[src/verilog/pg_tree_consts.vh]
// Register map, reset values and field positions of the fault mask and power-good trees
`ifndef PG_TREE_CONSTS_VH
`define PG_TREE_CONSTS_VH
`define REG_FAULT_MASK_B 8'ha3
`define REG_OUT1_TREE_A 8'ha4
`define REG_OUT1_TREE_B 8'ha5
`define REG_OUT4_TREE_A 8'ha6
`define REG_OUT4_TREE_B 8'ha7
`define REG_IRQ_STATUS 8'hb0
`define REG_IRQ_MASK 8'hb1
`define REG_PIN_STATE 8'hb2
`define RST_FAULT_MASK_B 8'h3f
`define RST_OUT1_TREE_A 8'hc2
`define RST_OUT1_TREE_B 8'haf
`define RST_OUT4_TREE_A 8'h00
`define RST_OUT4_TREE_B 8'h00
`define RST_IRQ_MASK 8'h00
`define FAULT_MASK_WR_BITS 8'h1f
`define FAULT_MASK_RSVD_BITS 8'he0
`define IRQ_BIT_SHUTDOWN 0
`define IRQ_BIT_OUT1_FALL 1
`define IRQ_BIT_OUT4_FALL 2
`define IRQ_BITS 3
`define PIN_BIT_SHUTDOWN 0
`define PIN_BIT_OUT1 1
`define PIN_BIT_OUT4 2
`endif

[src/verilog/fault_mask_pg_tree_select.v]
// Fault shutdown masking and power-good trees of outputs 1 and 4, Wishbone slave
//
// Contract
// - Fault mask b bits 4..0 select five rails
// - Mask 0 lets fault shut down; 1 ignores
// - Fault mask b resets to 3f; the code reads back ff, as reserved bits 7..5 read as ones
// - Tree bit 0 includes source, 1 excludes
// - Tree a bits: linreg_2, switch_a, step_down 6..1
// - Tree b bits: pins 5,4,2,1, then four rails
// - Output 1 tree a resets to c2
// - Output 1 tree b resets to af
// - Output 4 has own identical tree pair
// - Output 4 tree a resets to 00
// - Output 4 tree b resets to 00
`timescale 1ns/1ps
`default_nettype none
`include "pg_tree_consts.vh"
module fault_mask_pg_tree_select (
   input wire clk_in,
   input wire rst_n_in,
   // Classic Wishbone slave
   input wire wb_cyc_in,
   input wire wb_stb_in,
   input wire wb_we_in,
   input wire [7:0] wb_adr_in,
   input wire [3:0] wb_sel_in,
   input wire [31:0] wb_dat_in,
   output reg [31:0] wb_dat_out,
   output reg wb_ack_out,
   output wire wb_err_out,
   // Rail power-good, from the analog side (asynchronous)
   input wire linreg_2_pg_in,
   input wire load_switch_a_pg_in,
   input wire [5:0] step_down_pg_in,
   input wire term_linreg_pg_in,
   input wire load_switch_b2_pg_in,
   input wire load_switch_b1_pg_in,
   input wire linreg_3_pg_in,
   // Control pin statuses (asynchronous)
   input wire ctrl_pin_5_in,
   input wire ctrl_pin_4_in,
   input wire ctrl_pin_2_in,
   input wire ctrl_pin_1_in,
   // Rail power faults (asynchronous)
   input wire linreg_1_fault_in,
   input wire term_linreg_fault_in,
   input wire load_switch_b2_fault_in,
   input wire load_switch_b1_fault_in,
   input wire linreg_3_fault_in,
   // Results
   output reg shutdown_req_out,
   output reg pg_out_1_out,
   output reg pg_out_4_out,
   output wire irq_out
);
   // Register file
   reg [4:0] fault_mask;
   reg [7:0] out1_tree_a;
   reg [7:0] out1_tree_b;
   reg [7:0] out4_tree_a;
   reg [7:0] out4_tree_b;
   reg [7:0] irq_mask;
   reg [`IRQ_BITS-1:0] irq_status;

   // Read mux and edge history
   reg [31:0] next_rdata;
   reg next_valid;
   reg pg1_prev;
   reg pg4_prev;

   // Pins before and after the synchroniser
   wire [20:0] pin_raw;
   wire [20:0] pin_sync;
   wire [7:0] tree_src_a;
   wire [7:0] tree_src_b;
   wire [15:0] tree_src;
   wire [4:0] fault_sync;

   // Tree and fault results
   wire [15:0] tree1_excl;
   wire [15:0] tree4_excl;
   wire tree1_good;
   wire tree4_good;
   wire [4:0] fault_live;
   wire fault_hit;

   // Bus decode
   wire bus_req;
   wire wr_low;
   wire wr_fault_mask;
   wire wr_out1_tree_a;
   wire wr_out1_tree_b;
   wire wr_out4_tree_a;
   wire wr_out4_tree_b;
   wire wr_irq_mask;
   wire [`IRQ_BITS-1:0] irq_event;
   wire status_read;

   // Mask reset byte cut to the five stored bits; the top three are not flops
   localparam [7:0] FAULT_MASK_RST_BYTE = `RST_FAULT_MASK_B;
   localparam [4:0] FAULT_MASK_RST = FAULT_MASK_RST_BYTE[4:0];

   // All pins are outside the clock domain: two flops before use
   assign pin_raw = {
      linreg_1_fault_in,
      term_linreg_fault_in,
      load_switch_b2_fault_in,
      load_switch_b1_fault_in,
      linreg_3_fault_in,
      ctrl_pin_5_in,
      ctrl_pin_4_in,
      ctrl_pin_2_in,
      ctrl_pin_1_in,
      term_linreg_pg_in,
      load_switch_b2_pg_in,
      load_switch_b1_pg_in,
      linreg_3_pg_in,
      linreg_2_pg_in,
      load_switch_a_pg_in,
      step_down_pg_in
   };

   pin_sync #(
      .WIDTH(21)
   ) u_pin_sync (
      .clk_in(clk_in),
      .rst_n_in(rst_n_in),
      .async_in(pin_raw),
      .sync_out(pin_sync)
   );

   // Sources in register bit order: b register high, a register low
   assign tree_src_a = pin_sync[7:0];
   assign tree_src_b = pin_sync[15:8];
   assign tree_src = {tree_src_b, tree_src_a};
   assign fault_sync = pin_sync[20:16];

   // Exclusion vectors share the source order, so one index serves both
   assign tree1_excl = {out1_tree_b, out1_tree_a};
   assign tree4_excl = {out4_tree_b, out4_tree_a};

   // Output 1 tree
   pg_tree_eval #(
      .WIDTH(16)
   ) u_tree1 (
      .source_good_in(tree_src),
      .excl_in(tree1_excl),
      .tree_good_out(tree1_good)
   );

   // Output 4 tree, separate register pair with the same layout
   pg_tree_eval #(
      .WIDTH(16)
   ) u_tree4 (
      .source_good_in(tree_src),
      .excl_in(tree4_excl),
      .tree_good_out(tree4_good)
   );

   // A fault counts only where its mask bit is 0
   assign fault_live = fault_sync & ~fault_mask;
   assign fault_hit = |fault_live;

   // Power-good outputs from flops so tree decode glitches never reach a pin
   always @(posedge clk_in or negedge rst_n_in) begin
      if (!rst_n_in) begin
         pg_out_1_out <= 1'b0;
         pg_out_4_out <= 1'b0;
      end else begin
         pg_out_1_out <= tree1_good;
         pg_out_4_out <= tree4_good;
      end
   end

   // Previous output levels; reset low like the outputs, so no false fall
   always @(posedge clk_in or negedge rst_n_in) begin
      if (!rst_n_in) begin
         pg1_prev <= 1'b0;
         pg4_prev <= 1'b0;
      end else begin
         pg1_prev <= pg_out_1_out;
         pg4_prev <= pg_out_4_out;
      end
   end

   // Shutdown latches until reset since the device powers down
   always @(posedge clk_in or negedge rst_n_in) begin
      if (!rst_n_in) begin
         shutdown_req_out <= 1'b0;
      end else if (fault_hit) begin
         shutdown_req_out <= 1'b1;
      end
   end

   // Bus request and low byte write strobe
   assign bus_req = wb_cyc_in & wb_stb_in & ~wb_ack_out;
   assign wr_low = bus_req & wb_we_in & wb_sel_in[0];

   // No error responses: unmapped addresses still ack
   assign wb_err_out = 1'b0;

   // One write enable per register; sel[0] is already in wr_low
   assign wr_fault_mask = wr_low & (wb_adr_in == `REG_FAULT_MASK_B);
   assign wr_out1_tree_a = wr_low & (wb_adr_in == `REG_OUT1_TREE_A);
   assign wr_out1_tree_b = wr_low & (wb_adr_in == `REG_OUT1_TREE_B);
   assign wr_out4_tree_a = wr_low & (wb_adr_in == `REG_OUT4_TREE_A);
   assign wr_out4_tree_b = wr_low & (wb_adr_in == `REG_OUT4_TREE_B);
   assign wr_irq_mask = wr_low & (wb_adr_in == `REG_IRQ_MASK);

   // Fault mask b: only the five rail bits are stored
   always @(posedge clk_in or negedge rst_n_in) begin
      if (!rst_n_in) begin
         fault_mask <= FAULT_MASK_RST;
      end else if (wr_fault_mask) begin
         fault_mask <= wb_dat_in[4:0];
      end
   end

   // Output 1 tree a: rail sources
   always @(posedge clk_in or negedge rst_n_in) begin
      if (!rst_n_in) begin
         out1_tree_a <= `RST_OUT1_TREE_A;
      end else if (wr_out1_tree_a) begin
         out1_tree_a <= wb_dat_in[7:0];
      end
   end

   // Output 1 tree b: control pins and four rails
   always @(posedge clk_in or negedge rst_n_in) begin
      if (!rst_n_in) begin
         out1_tree_b <= `RST_OUT1_TREE_B;
      end else if (wr_out1_tree_b) begin
         out1_tree_b <= wb_dat_in[7:0];
      end
   end

   // Output 4 tree a: rail sources
   always @(posedge clk_in or negedge rst_n_in) begin
      if (!rst_n_in) begin
         out4_tree_a <= `RST_OUT4_TREE_A;
      end else if (wr_out4_tree_a) begin
         out4_tree_a <= wb_dat_in[7:0];
      end
   end

   // Output 4 tree b: control pins and four rails
   always @(posedge clk_in or negedge rst_n_in) begin
      if (!rst_n_in) begin
         out4_tree_b <= `RST_OUT4_TREE_B;
      end else if (wr_out4_tree_b) begin
         out4_tree_b <= wb_dat_in[7:0];
      end
   end

   // Interrupt mask, same bit layout as the status
   always @(posedge clk_in or negedge rst_n_in) begin
      if (!rst_n_in) begin
         irq_mask <= `RST_IRQ_MASK;
      end else if (wr_irq_mask) begin
         irq_mask <= wb_dat_in[7:0];
      end
   end

   // New shutdown: a hit while the request is still low
   assign irq_event[`IRQ_BIT_SHUTDOWN] = fault_hit & ~shutdown_req_out;

   // Either output losing power-good
   assign irq_event[`IRQ_BIT_OUT1_FALL] = pg1_prev & ~pg_out_1_out;
   assign irq_event[`IRQ_BIT_OUT4_FALL] = pg4_prev & ~pg_out_4_out;

   // Any status read clears; writes to the status address do nothing
   assign status_read = bus_req & ~wb_we_in & (wb_adr_in == `REG_IRQ_STATUS);

   // Read clears status; a same-cycle event still sets its bit
   always @(posedge clk_in or negedge rst_n_in) begin
      if (!rst_n_in) begin
         irq_status <= {`IRQ_BITS{1'b0}};
      end else if (status_read) begin
         irq_status <= irq_event;
      end else begin
         irq_status <= irq_status | irq_event;
      end
   end

   // Level interrupt: high while an unmasked status bit is set
   assign irq_out = |(irq_status & irq_mask[`IRQ_BITS-1:0]);

   // Read mux; reserved fault-mask bits read back as ones
   always @* begin
      next_rdata = 32'h00000000;
      next_valid = 1'b1;
      case (wb_adr_in)
         `REG_FAULT_MASK_B: begin
            next_rdata[7:0] = `FAULT_MASK_RSVD_BITS | {3'h0, fault_mask};
         end
         `REG_OUT1_TREE_A: begin
            next_rdata[7:0] = out1_tree_a;
         end
         `REG_OUT1_TREE_B: begin
            next_rdata[7:0] = out1_tree_b;
         end
         `REG_OUT4_TREE_A: begin
            next_rdata[7:0] = out4_tree_a;
         end
         `REG_OUT4_TREE_B: begin
            next_rdata[7:0] = out4_tree_b;
         end
         `REG_IRQ_STATUS: begin
            next_rdata[`IRQ_BITS-1:0] = irq_status;
         end
         `REG_IRQ_MASK: begin
            next_rdata[7:0] = irq_mask;
         end
         `REG_PIN_STATE: begin
            next_rdata[2:0] = {pg_out_4_out, pg_out_1_out, shutdown_req_out};
         end
         default: begin
            next_valid = 1'b0;
         end
      endcase
   end

   // One-cycle ack after each request; ack itself blocks a second take
   always @(posedge clk_in or negedge rst_n_in) begin
      if (!rst_n_in) begin
         wb_ack_out <= 1'b0;
      end else begin
         wb_ack_out <= bus_req;
      end
   end

   // Read data from flops; unmapped reads and all writes return zero
   always @(posedge clk_in or negedge rst_n_in) begin
      if (!rst_n_in) begin
         wb_dat_out <= 32'h00000000;
      end else if (bus_req && !wb_we_in && next_valid) begin
         wb_dat_out <= next_rdata;
      end else if (bus_req) begin
         wb_dat_out <= 32'h00000000;
      end
   end
endmodule // fault_mask_pg_tree_select
`default_nettype wire

[src/verilog/pg_tree_eval.v]
// One power-good tree: AND of all sources not excluded
`timescale 1ns/1ps
`default_nettype none
module pg_tree_eval #(
   parameter WIDTH = 16
) (
   input wire [WIDTH-1:0] source_good_in,
   input wire [WIDTH-1:0] excl_in,
   output wire tree_good_out
);
   wire [WIDTH-1:0] term;
   genvar i;

   // Excluded bit forces its term true so it is ignored
   generate
      for (i = 0; i < WIDTH; i = i + 1) begin : g_term
         assign term[i] = source_good_in[i] | excl_in[i];
      end
   endgenerate

   assign tree_good_out = &term;
endmodule // pg_tree_eval
`default_nettype wire

[src/verilog/pin_sync.v]
// Two-flop synchroniser for a group of pin inputs
`timescale 1ns/1ps
`default_nettype none
module pin_sync #(
   parameter WIDTH = 8
) (
   input wire clk_in,
   input wire rst_n_in,
   input wire [WIDTH-1:0] async_in,
   output reg [WIDTH-1:0] sync_out
);
   reg [WIDTH-1:0] stage_one;

   // First stage feeds only the second stage
   always @(posedge clk_in or negedge rst_n_in) begin
      if (!rst_n_in) begin
         stage_one <= {WIDTH{1'b0}};
         sync_out <= {WIDTH{1'b0}};
      end else begin
         stage_one <= async_in;
         sync_out <= stage_one;
      end
   end
endmodule // pin_sync
`default_nettype wire
[config.mk]
export PLATFORM = sky130hd
export DESIGN_NAME = fault_mask_pg_tree_select
export DESIGN_NICKNAME = d
export VERILOG_FILES = /design/src/verilog/fault_mask_pg_tree_select.v /design/src/verilog/pg_tree_eval.v /design/src/verilog/pin_sync.v
export VERILOG_INCLUDE_DIRS = /design/src /design/src/verilog
export SDC_FILE = /design/constraint.sdc
export NUM_CORES = 1
export LEC_CHECK = 0
export BUFFER_PORTS_ARGS = -buffer_cell sky130_fd_sc_hd__buf_2
export CAP_MARGIN = 10
export CORE_ASPECT_RATIO = 0.7
export CORE_MARGIN = 8
export CORE_UTILIZATION = 45
export CTS_CLUSTER_DIAMETER = 50
export DETAILED_ROUTE_END_ITERATION = 8
export PLACE_DENSITY = 0.72
export SLEW_MARGIN = 20
export SYNTH_ARGS = -nofsm -noshare
export SYNTH_HDL_FRONTEND = slang
export SYNTH_SLANG_ARGS = --single-unit
[constraint.sdc]
create_clock -name clk_in -period 1.6 [get_ports clk_in]
set_input_delay 0.16 -clock clk_in [delete_from_list [all_inputs] [get_ports clk_in]]
set_output_delay 0.16 -clock clk_in [all_outputs]
set_load 0.05 [all_outputs]
==> qor.yml, run 1 <==
final_common_cell: "dfrtp_1"
syn_inst: 321
hold_slack_ns: 0.126
worstSetupPathType: "reg -> reg"
rsz0062_at_grt: "yes"
power_density_nw_per_um2: 986
regArea_sq_um: 2620
grt_max_degree: 45
synth_area_leaders: "dfrtp_1, mux2_2, dfstp_2"
via_per_inst: 5.20
clockBufferDepth: 2
n_fill_cell: 757
synth.cell_area_sq_um: 4280
yosys.area.top_type: "dfrtp_1"
dr.pass1.iters: 4
cpPeakStageDelay_ns: 0.40
die_h_microns: 97.6
p_leak_nw: 2.55
drc_errors: 0
root_buffer: "clkbuf_16"
grt_overflow: 0
dp_slack_ns: -0.0534
max-vdd-ir-drop_uv: 1020
grtUsageTotal_pct: 15.8
stdcell_area_sq_um: 5320
htreeDepth: 3
setup_viol: 1
status: "finished, violations left"
vias: 2882
start_kind: "flip-flop"
place.gp.congestion: 0.886
layout.cells.most_common_list: "dfrtp_1, buf_2, mux2_2"
grt_pass1_wl_microns: 16100
cp_top_family: "simple AND/OR/NAND/NOR gates"
ys_ff_latch: 104
die_w_microns: 133
fin_nets: 494
fin_crit_sh_pct: 100
port_buffers: 55
path_cells: "nand3b_4 -> nor3_4 -> nand2_2 -> mux2_2"
avgSynthCellArea_sq_um: 13.3
clk_latency_ns: 0.34
floorplan.core_area_sq_um: 9140
hpwl_microns: 7430
synth_seq_area_share_pct: 61.2
cts_tree: "built"
worst_slack_ns: -0.00150
drt_iter0_drc: 174
synth_flop_cell: "dfrtp_1"
routed_wirelength_microns: 9830
multi_input_area_sq_um: 1520
cts.sinks: 104
clk_pin_slew_ns: 0.07
drive_above_1_share_pct: 39.6
failed_checks: "setup timing"
numCtsBuffers: 9
grt_pass1_vias: 3050
ant_nets: 0
antenna_found_initial: 1
finalHoldViolCount: 0
worstPathMaxFanout: 8
crit_buf_inv: 0
synth_edf_count: 0
post-route-min-period_ns: 1.60
slew_viol_final: 0
rows: 29
critPathArrivalTime_ns: 1.83
io_pins: 108
wire_per_inst_microns: 17.7
fmax_mhz: 624
synth-async-reset-ratio_pct: 100
end_kind: "flip-flop"
fp.dieArea_sq_um: 12900
areaGrowthSynthToFinish_pct: 24.4
critPathSlowestCell: "dfrtp_2"
hold_path.class: "in -> reg"
skew_ns: 0.00749
placed_area_sq_um: 4800
synth_cell_types: 48
p_total_mw: 5.25
yosys_warnings: 0
maxCapViolCount: 0
synth_top_area_share_pct: 52.6
initial_core_util_pct: 46.8
worstPathRequired_ns: 1.83
-- synth_stat cells, drive strengths merged (2+ instances only) --
library cell	count
dfrtp	90
mux2	48
buf	29
nand2	26
o22ai	17
dfstp	14
nor2	10
inv	8
nand3	8
a21oi	7
o21ai	7
mux2i	6
nor4	6
a22oi	5
clkbuf	3
mux4	3
nand3b	3
nor2b	3
nor3	3
a21boi	2
a31oi	2
and2b	2
nand2b	2
o221ai	2
o22a	2
-- cell type report --
| class | count | share of cell area [%] |
|---|---|---|
| Sequential cell | 104 | 49.3 |
| Multi-Input combinational cell | 201 | 28.5 |
| Timing Repair Buffer | 100 | 13.4 |
| Clock buffer | 11 | 4.56 |
| Tap cell | 124 | 2.92 |
| Clock inverter | 5 | 0.729 |
| Inverter | 8 | 0.564 |
| Antenna cell | 1 | 0.0470 |
-- registers in the layout (all words and copies together), names as in the netlist --
name	flops
shutdown_req_out	1
pg1_prev	1
wb_dat_out	8
irq_status	3
fault_mask	5
out1_tree_b	8
pg_out_1_out	1
u_pin_sync.sync_out	21
pg_out_4_out	1
pg4_prev	1
irq_mask	8
wb_ack_out	1
out4_tree_a	8
u_pin_sync.stage_one	21
out4_tree_b	8
out1_tree_a	8
-- metrics by stage --
stage          cells  utilization, %  TNS [ns]
2_1_floorplan    345               -         0
3_3_place_gp     515            52.5    -0.165
3_5_place_dp     515            52.5    -0.286
6_report         554            58.2  -0.00150
5_1_grt          554            58.2    -0.611
4_1_cts          553            58.0  -0.00520
-- timing repair --
action	4_1_cts	5_1_grt
pin swaps	0	1
hold endpoints to repair	44	0
hold buffers	22	0
buffers inserted	0	0
setup endpoints to repair	1	26
gates resized for setup	0	4
-- kinds of logic after synthesis --
family	Yosys count	synth area share (%)
xor gates and xnor gates	1	0.205
other	1	0.0877
DFF	104	61.2
and+or+nand+nor	68	9.30
muxes	57	15.6
AOI/OAI and AO/OA	50	7.66
buffers and inverters	40	5.88
-- path summary, 6_finish.rpt --
kind / from / endpoint / slack, ns / cells past startpoint
max: wb_ack_out / out4_tree_a[6] / -0.002 / 4
min: wb_dat_in[5] / irq_mask[5] / 0.13 / 2
max reg2reg: wb_ack_out / out4_tree_a[6] / -0.002 / 4
min reg2reg: u_pin_sync.stage_one[12] / u_pin_sync.sync_out[12] / 0.35 / 0
max in group asynchronous: rst_n_in / out1_tree_a[7] / 0.68 / 3
min in group asynchronous: rst_n_in / shutdown_req_out / 0.30 / 2
-- report_power, final --
group | internal [mW] | leakage [nW] | switching (mW)
clock | 1.11 | 0.137 | 0.942
combinational | 0.158 | 1.14 | 0.309
sequential | 2.70 | 1.28 | 0.0325
total | 3.96 | 2.55 | 1.28
-- routing by layer --
metal / GRT usage (%) / wire length [microns]
met1: 20.7 / 4520
met2: 22.7 / 4280
met3: 6.35 / 911
met4: 6.26 / 118
met5: 0 / 0
No activity file was read; power rests on OpenSTA's default activity.
==> inputs of run 2 (changes only) <==
- RECOVER_POWER: not set -> 100
==> qor.yml, run 2 (same netlist as run 1, synthesis figures left out) <==
cell_internal_pwr_mw: 3.96  # -0.12%
die_h_microns: 97.6  # unchanged
seqPwrFrac_pct: 52.0  # about the same
start_kind: "flip-flop"
hold_path.class: "in -> reg"
clkPwrFrac_pct: 39.2  # about the same
grtUsageTotal_pct: 15.8  # unchanged
p_comb_share_pct: 8.8  # about the same
htreeDepth: 3  # unchanged
skew_ns: 0.00842  # +0.000925 ns
max-vdd-ir-drop_uv: 1030  # +0.60%
root_buffer: "clkbuf_16"
dr.pass1.iters: 6  # +2
tightest_slew_ns: 0.801
path_cells: "nand3b_4 -> nor3_4 -> nand2_2 -> mux2_2"
critPathArrivalTime_ns: 1.81  # -0.02 ns
maxCapViolCount: 0  # unchanged
met2_usage_pct: 22.7  # unchanged
initial_core_util_pct: 46.8  # unchanged
finalNonFillerCells: 554  # unchanged
wire_per_inst_microns: 17.9  # +0.67%
layout.cells.most_common_list: "dfrtp_1, mux2_2, buf_2"
netSwitchingFraction_pct: 24.5  # +0.082 points
grt_max_degree: 45  # unchanged
clk_latency_ns: 0.34  # about the same
numCtsBuffers: 9  # unchanged
setup_viol: 0  # -1
dp_slack_ns: -0.0534  # unchanged
rsz0062_at_grt: "yes"
fin_crit_sh_pct: 99.5  # -0.63 points
hpwl_microns: 7430  # unchanged
slew_viol_final: 0  # unchanged
drt_iter0_drc: 164  # -5.7%
setup-tns-final_ns: 0  # +0.00150 ns
final_common_cell: "dfrtp_1"
worstPathRequired_ns: 1.82  # about the same
cts.sinks: 104  # unchanged
worst_slack_ns: 0.00857  # +0.0101 ns
p_leak_nw: 2.51  # -1.9%
cp-startpoint: "wb_ack_out"
r2r_start: "wb_ack_out"
cts_tree: "built"
hold_slack_ns: 0.126  # -0.000393 ns
rows: 29  # unchanged
status: "complete, no violations"
grt_overflow: 0  # unchanged
vias: 2882  # unchanged
worstSetupPathType: "reg -> reg"
io_pins: 108  # unchanged
antenna_found_initial: 1  # unchanged
finish.utilization_pct: 57.6  # -0.53 points
use_met1_pct: 20.7  # unchanged
switchingPower_mw: 1.29  # +0.32%
finalHoldViolCount: 0  # unchanged
floorplan.core_area_sq_um: 9140  # unchanged
fmax_mhz: 628  # +0.63%
grt_pass1_vias: 3050  # unchanged
place.gp.congestion: 0.886  # unchanged
critPathSlowestCell: "dfrtp_2"
grt_pass1_wl_microns: 16100  # unchanged
placedCellCount: 515  # unchanged
fin_nets: 494  # unchanged
cts_setup_buffers: 0  # unchanged
power_density_nw_per_um2: 995  # +0.91%
post-route-min-period_ns: 1.59  # -0.0101 ns
drive_above_1_share_pct: 36.6  # -3.0 points
clockBufferDepth: 2  # unchanged
cp_top_family: "simple AND/OR/NAND/NOR gates"
ant_nets: 0  # unchanged
areaGrowthSynthToFinish_pct: 23.2
drc_errors: 0  # unchanged
port_buffers: 55  # unchanged
cpPeakStageDelay_ns: 0.40  # about the same
use_met3_pct: 6.35  # unchanged
worstPathMaxFanout: 8  # unchanged
end_kind: "flip-flop"
min_from: "wb_dat_in[5]"
relSlewSlack_pct: 46.6
clk_pin_slew_ns: 0.07  # about the same
fp.dieArea_sq_um: 12900  # unchanged
die_w_microns: 133  # unchanged
crit_buf_inv: 0  # unchanged
via_per_inst: 5.20  # unchanged
largestRegisters: "u_pin_sync.stage_one x21, u_pin_sync.sync_out x21"
routed_wirelength_microns: 9900  # +0.67%
top_usage_layer: "met2"
[run 2: metal layers]
| layer | share of wire, % | wire [microns] |
|---|---|---|
| met1 | 46 | 4540 |
| met3 | 9.3 | 919 |
| met4 | 1.3 | 133 |
| met2 | 43 | 4300 |
| met5 | 0 | 0 |
[run 2: power by group through the flow]
stage | clock [mW] | sequential [mW] | combinational [mW]
floorplan | 0 | 2.77 | 0.282
global placement | 0 | 2.77 | 0.416
detailed placement | 0 | 2.78 | 0.423
CTS | 2.10 | 2.73 | 0.465
global route | 2.21 | 2.73 | 0.502
finish | 2.06 | 2.73 | 0.461
[run 2: repair_timing]
| action | CTS | global route |
|---|---|---|
| hold buffers | 22 | 0 |
| gates resized for setup | 0 | 4 |
| setup endpoints to repair | 1 | 26 |
| pin swaps | 0 | 1 |
| endpoints found under the hold margin | 44 | 0 |
[run 2: metrics by stage]
step                      cell area (sq um)  power [mW]
after floorplan                        4380        3.05
after CTS                              5300        5.30
after global routing                   5270        5.44
after global placement                 4800        3.19
after detailed placement               4800        3.20
final                                  5270        5.25
[run 2: final timing paths]
| check | to | slack, ns | depth (start not counted) |
|---|---|---|---|
| max | out1_tree_a[5] | 0.009 | 4 |
| min | irq_mask[5] | 0.13 | 2 |
| max reg2reg | out1_tree_a[5] | 0.009 | 4 |
| min reg2reg | u_pin_sync.sync_out[12] | 0.35 | 0 |
| max in group asynchronous | out1_tree_a[7] | 0.29 | 3 |
| min in group asynchronous | shutdown_req_out | 0.44 | 2 |
[run 2: worst register-to-register path: cells and delay by family, from the launching register on]
family           cells  cell delay (ns)
muxes                1             0.33
DFF                  1             0.40
and+or+nand+nor      3             0.73
[run 2: layout make-up]
cell class / count / area, sq um
flip-flops and latches: 104 / 2620
clock inverters: 5 / 38.8
fillers: 765 / 3870
clock buffers: 11 / 243
well taps: 124 / 155
repair buffers: 100 / 673
multi-input cells: 201 / 1510
diodes: 1 / 2.50
inverters: 8 / 30.0
==> inputs of run 3 (changes only) <==
- CORE_MARGIN: 8 -> 4
==> qor.yml, run 3 (same netlist as run 1, synthesis figures left out) <==
worstPathRequired_ns: 1.88  # +0.06 ns
dp_slack_ns: -0.0406  # +0.0128 ns
power_density_nw_per_um2: 1030  # +3.4%
hold_path.class: "in -> reg"
layout.cells.most_common_list: "dfrtp_1, mux2_2, buf_2"
areaGrowthSynthToFinish_pct: 24.8
drt_iter0_drc: 213  # +30%
worstHoldEndpoint: "out4_tree_b[5]"
hold_slack_ns: 0.111  # -0.0142 ns
drc_errors: 0  # unchanged
cts.sinks: 104  # unchanged
setup-tns-final_ns: 0  # unchanged
rsz0062_at_grt: "yes"
p_leak_nw: 2.52  # +0.76%
placed_area_sq_um: 4790  # -0.16%
clk_latency_ns: 0.35  # about the same
skew_ns: 0.00662  # -0.00180 ns
diodes: 0  # -1
hpwl_microns: 7030  # -5.4%
die_h_microns: 89.6  # -8.2%
fmax_mhz: 634  # +0.91%
vias: 2860  # -0.76%
rrSetupSlack_ns: 0.02  # about the same
port_buffers: 55  # unchanged
grt_pass1_wl_microns: 15900  # -1.5%
min_from: "wb_dat_in[5]"
n_fill_cell: 763  # -0.26%
post-route-min-period_ns: 1.58  # -0.0144 ns
finalHoldViolCount: 0  # unchanged
r2r_start: "wb_ack_out"
slew_viol_final: 0  # unchanged
fin_nets: 495  # +0.20%
fin_crit_sh_pct: 98.6  # -0.90 points
end_kind: "flip-flop"
max-vdd-ir-drop_uv: 790  # -23%
stdcell_area_sq_um: 5340  # +1.3%
hold_path_depth: 2  # unchanged
grt_pass1_vias: 2938  # -3.7%
io_pins: 108  # unchanged
dr.pass1.iters: 4  # -2
numCtsBuffers: 9  # unchanged
grt_max_degree: 39  # -13%
maxCapViolCount: 0  # unchanged
clk_pin_slew_ns: 0.07  # about the same
floorplan.core_area_sq_um: 9180  # +0.40%
r2r_cells: 5  # +1
die_w_microns: 125  # -6.0%
fp.dieArea_sq_um: 11200  # -14%
final_common_cell: "dfrtp_1"
initial_core_util_pct: 46.6  # -0.18 points
grtUsageTotal_pct: 18.8  # +3.0 points
via_per_inst: 5.16  # -0.76%
start_kind: "flip-flop"
wire_per_inst_microns: 17.5  # -2.3%
setup_viol: 0  # unchanged
critPathArrivalTime_ns: 1.85  # +0.04 ns
worstPathMaxFanout: 8  # unchanged
finish.utilization_pct: 58.2  # +0.51 points
cts_tree: "built"
largestRegisters: "u_pin_sync.stage_one x21, u_pin_sync.sync_out x21"
antenna_found_initial: 0  # -1
routed_wirelength_microns: 9670  # -2.3%
root_buffer: "clkbuf_16"
grt_overflow: 0  # unchanged
worst_slack_ns: 0.0229  # +0.0144 ns
ant_nets: 0  # unchanged
htreeDepth: 3  # unchanged
status: "complete, no violations"
relSlewSlack_pct: 40.7  # -5.9 points
reg2reg_to: "out1_tree_a[7]"
worstSetupPathType: "reg -> reg"
tightest_slew_ns: 0.889  # +0.0880 ns
rows: 29  # unchanged
drive_above_1_share_pct: 37.0  # +0.38 points
clockBufferDepth: 2  # unchanged
place.gp.congestion: 0.903  # +2.0%
-- run 3: cell types whose count changed in the layout (fill, tap and decap cells not counted), sizes merged --
cell | before | now
diode | 1 | 0
clkinv | 2 | 3
clkinvlp | 1 | 0
bufinv | 0 | 1
inv | 10 | 11
buf | 64 | 63
-- run 3: how the worst max path moves through the flow --
| stage | slack [ns] | from | cells after the start | to |
|---|---|---|---|---|
| 2_1_floorplan | 0.02 | wb_ack_out | 3 | out4_tree_b[0] |
| 3_3_place_gp | -0.02 | wb_adr_in[6] | 6 | out4_tree_b[4] |
| 3_5_place_dp | -0.04 | wb_adr_in[6] | 6 | out4_tree_b[6] |
| 4_1_cts | -0.02 | wb_ack_out | 4 | out4_tree_a[2] |
| 5_1_grt | -0.05 | wb_ack_out | 5 | out1_tree_a[7] |
| 6_report | 0.02 | wb_ack_out | 5 | out1_tree_a[7] |
-- run 3: power breakdown --
part	switching, mW	leakage (nW)	internal [mW]	total, mW
Combinational	0.310	1.08	0.149	0.459
Sequential	0.0321	1.28	2.69	2.73
Clock	1.04	0.158	1.26	2.31
-- run 3: final cells by class --
cell class | instances | area, sq um | share of cell area, %
sequential | 104 | 2620 | 49.1
multi-input combinational | 201 | 1530 | 28.7
timing repair buffer | 101 | 677 | 12.7
clock buffer | 9 | 225 | 4.22
tap | 124 | 155 | 2.91
clock inverter | 7 | 100 | 1.87
inverter | 8 | 30.0 | 0.562
-- run 3: per-layer routing --
layer	vias up	wire [microns]	GRT usage, %
li1	1306	-	-
met1	1421	4500	26.2
met3	10	803	5.67
met2	123	4260	29.2
met5	-	0	0
met4	0	108	5.37
-- run 3: per-stage QoR --
stage | power, mW | std cells
floorplan | 3.05 | 345
global placement | 3.19 | 514
detailed placement | 3.20 | 514
CTS | 5.57 | 552
global route | 5.72 | 554
finish | 5.49 | 554
-- run 3: critical path, stage by stage (launching register included) --
cell	delay [ns]
dfrtp_2	0.40
nand3b_4	0.19
nor3_2	0.25
clkbuf_1	0.18
nand2_4	0.12
mux2_1	0.36
-- run 3: timing repair --
action / in CTS / in global routing
gates resized for setup: 0 / 13
buffers inserted: 0 / 2
endpoints found under the setup margin: 8 / 33
hold buffers: 22 / 0
pin swaps: 0 / 3
hold endpoints to repair: 44 / 0
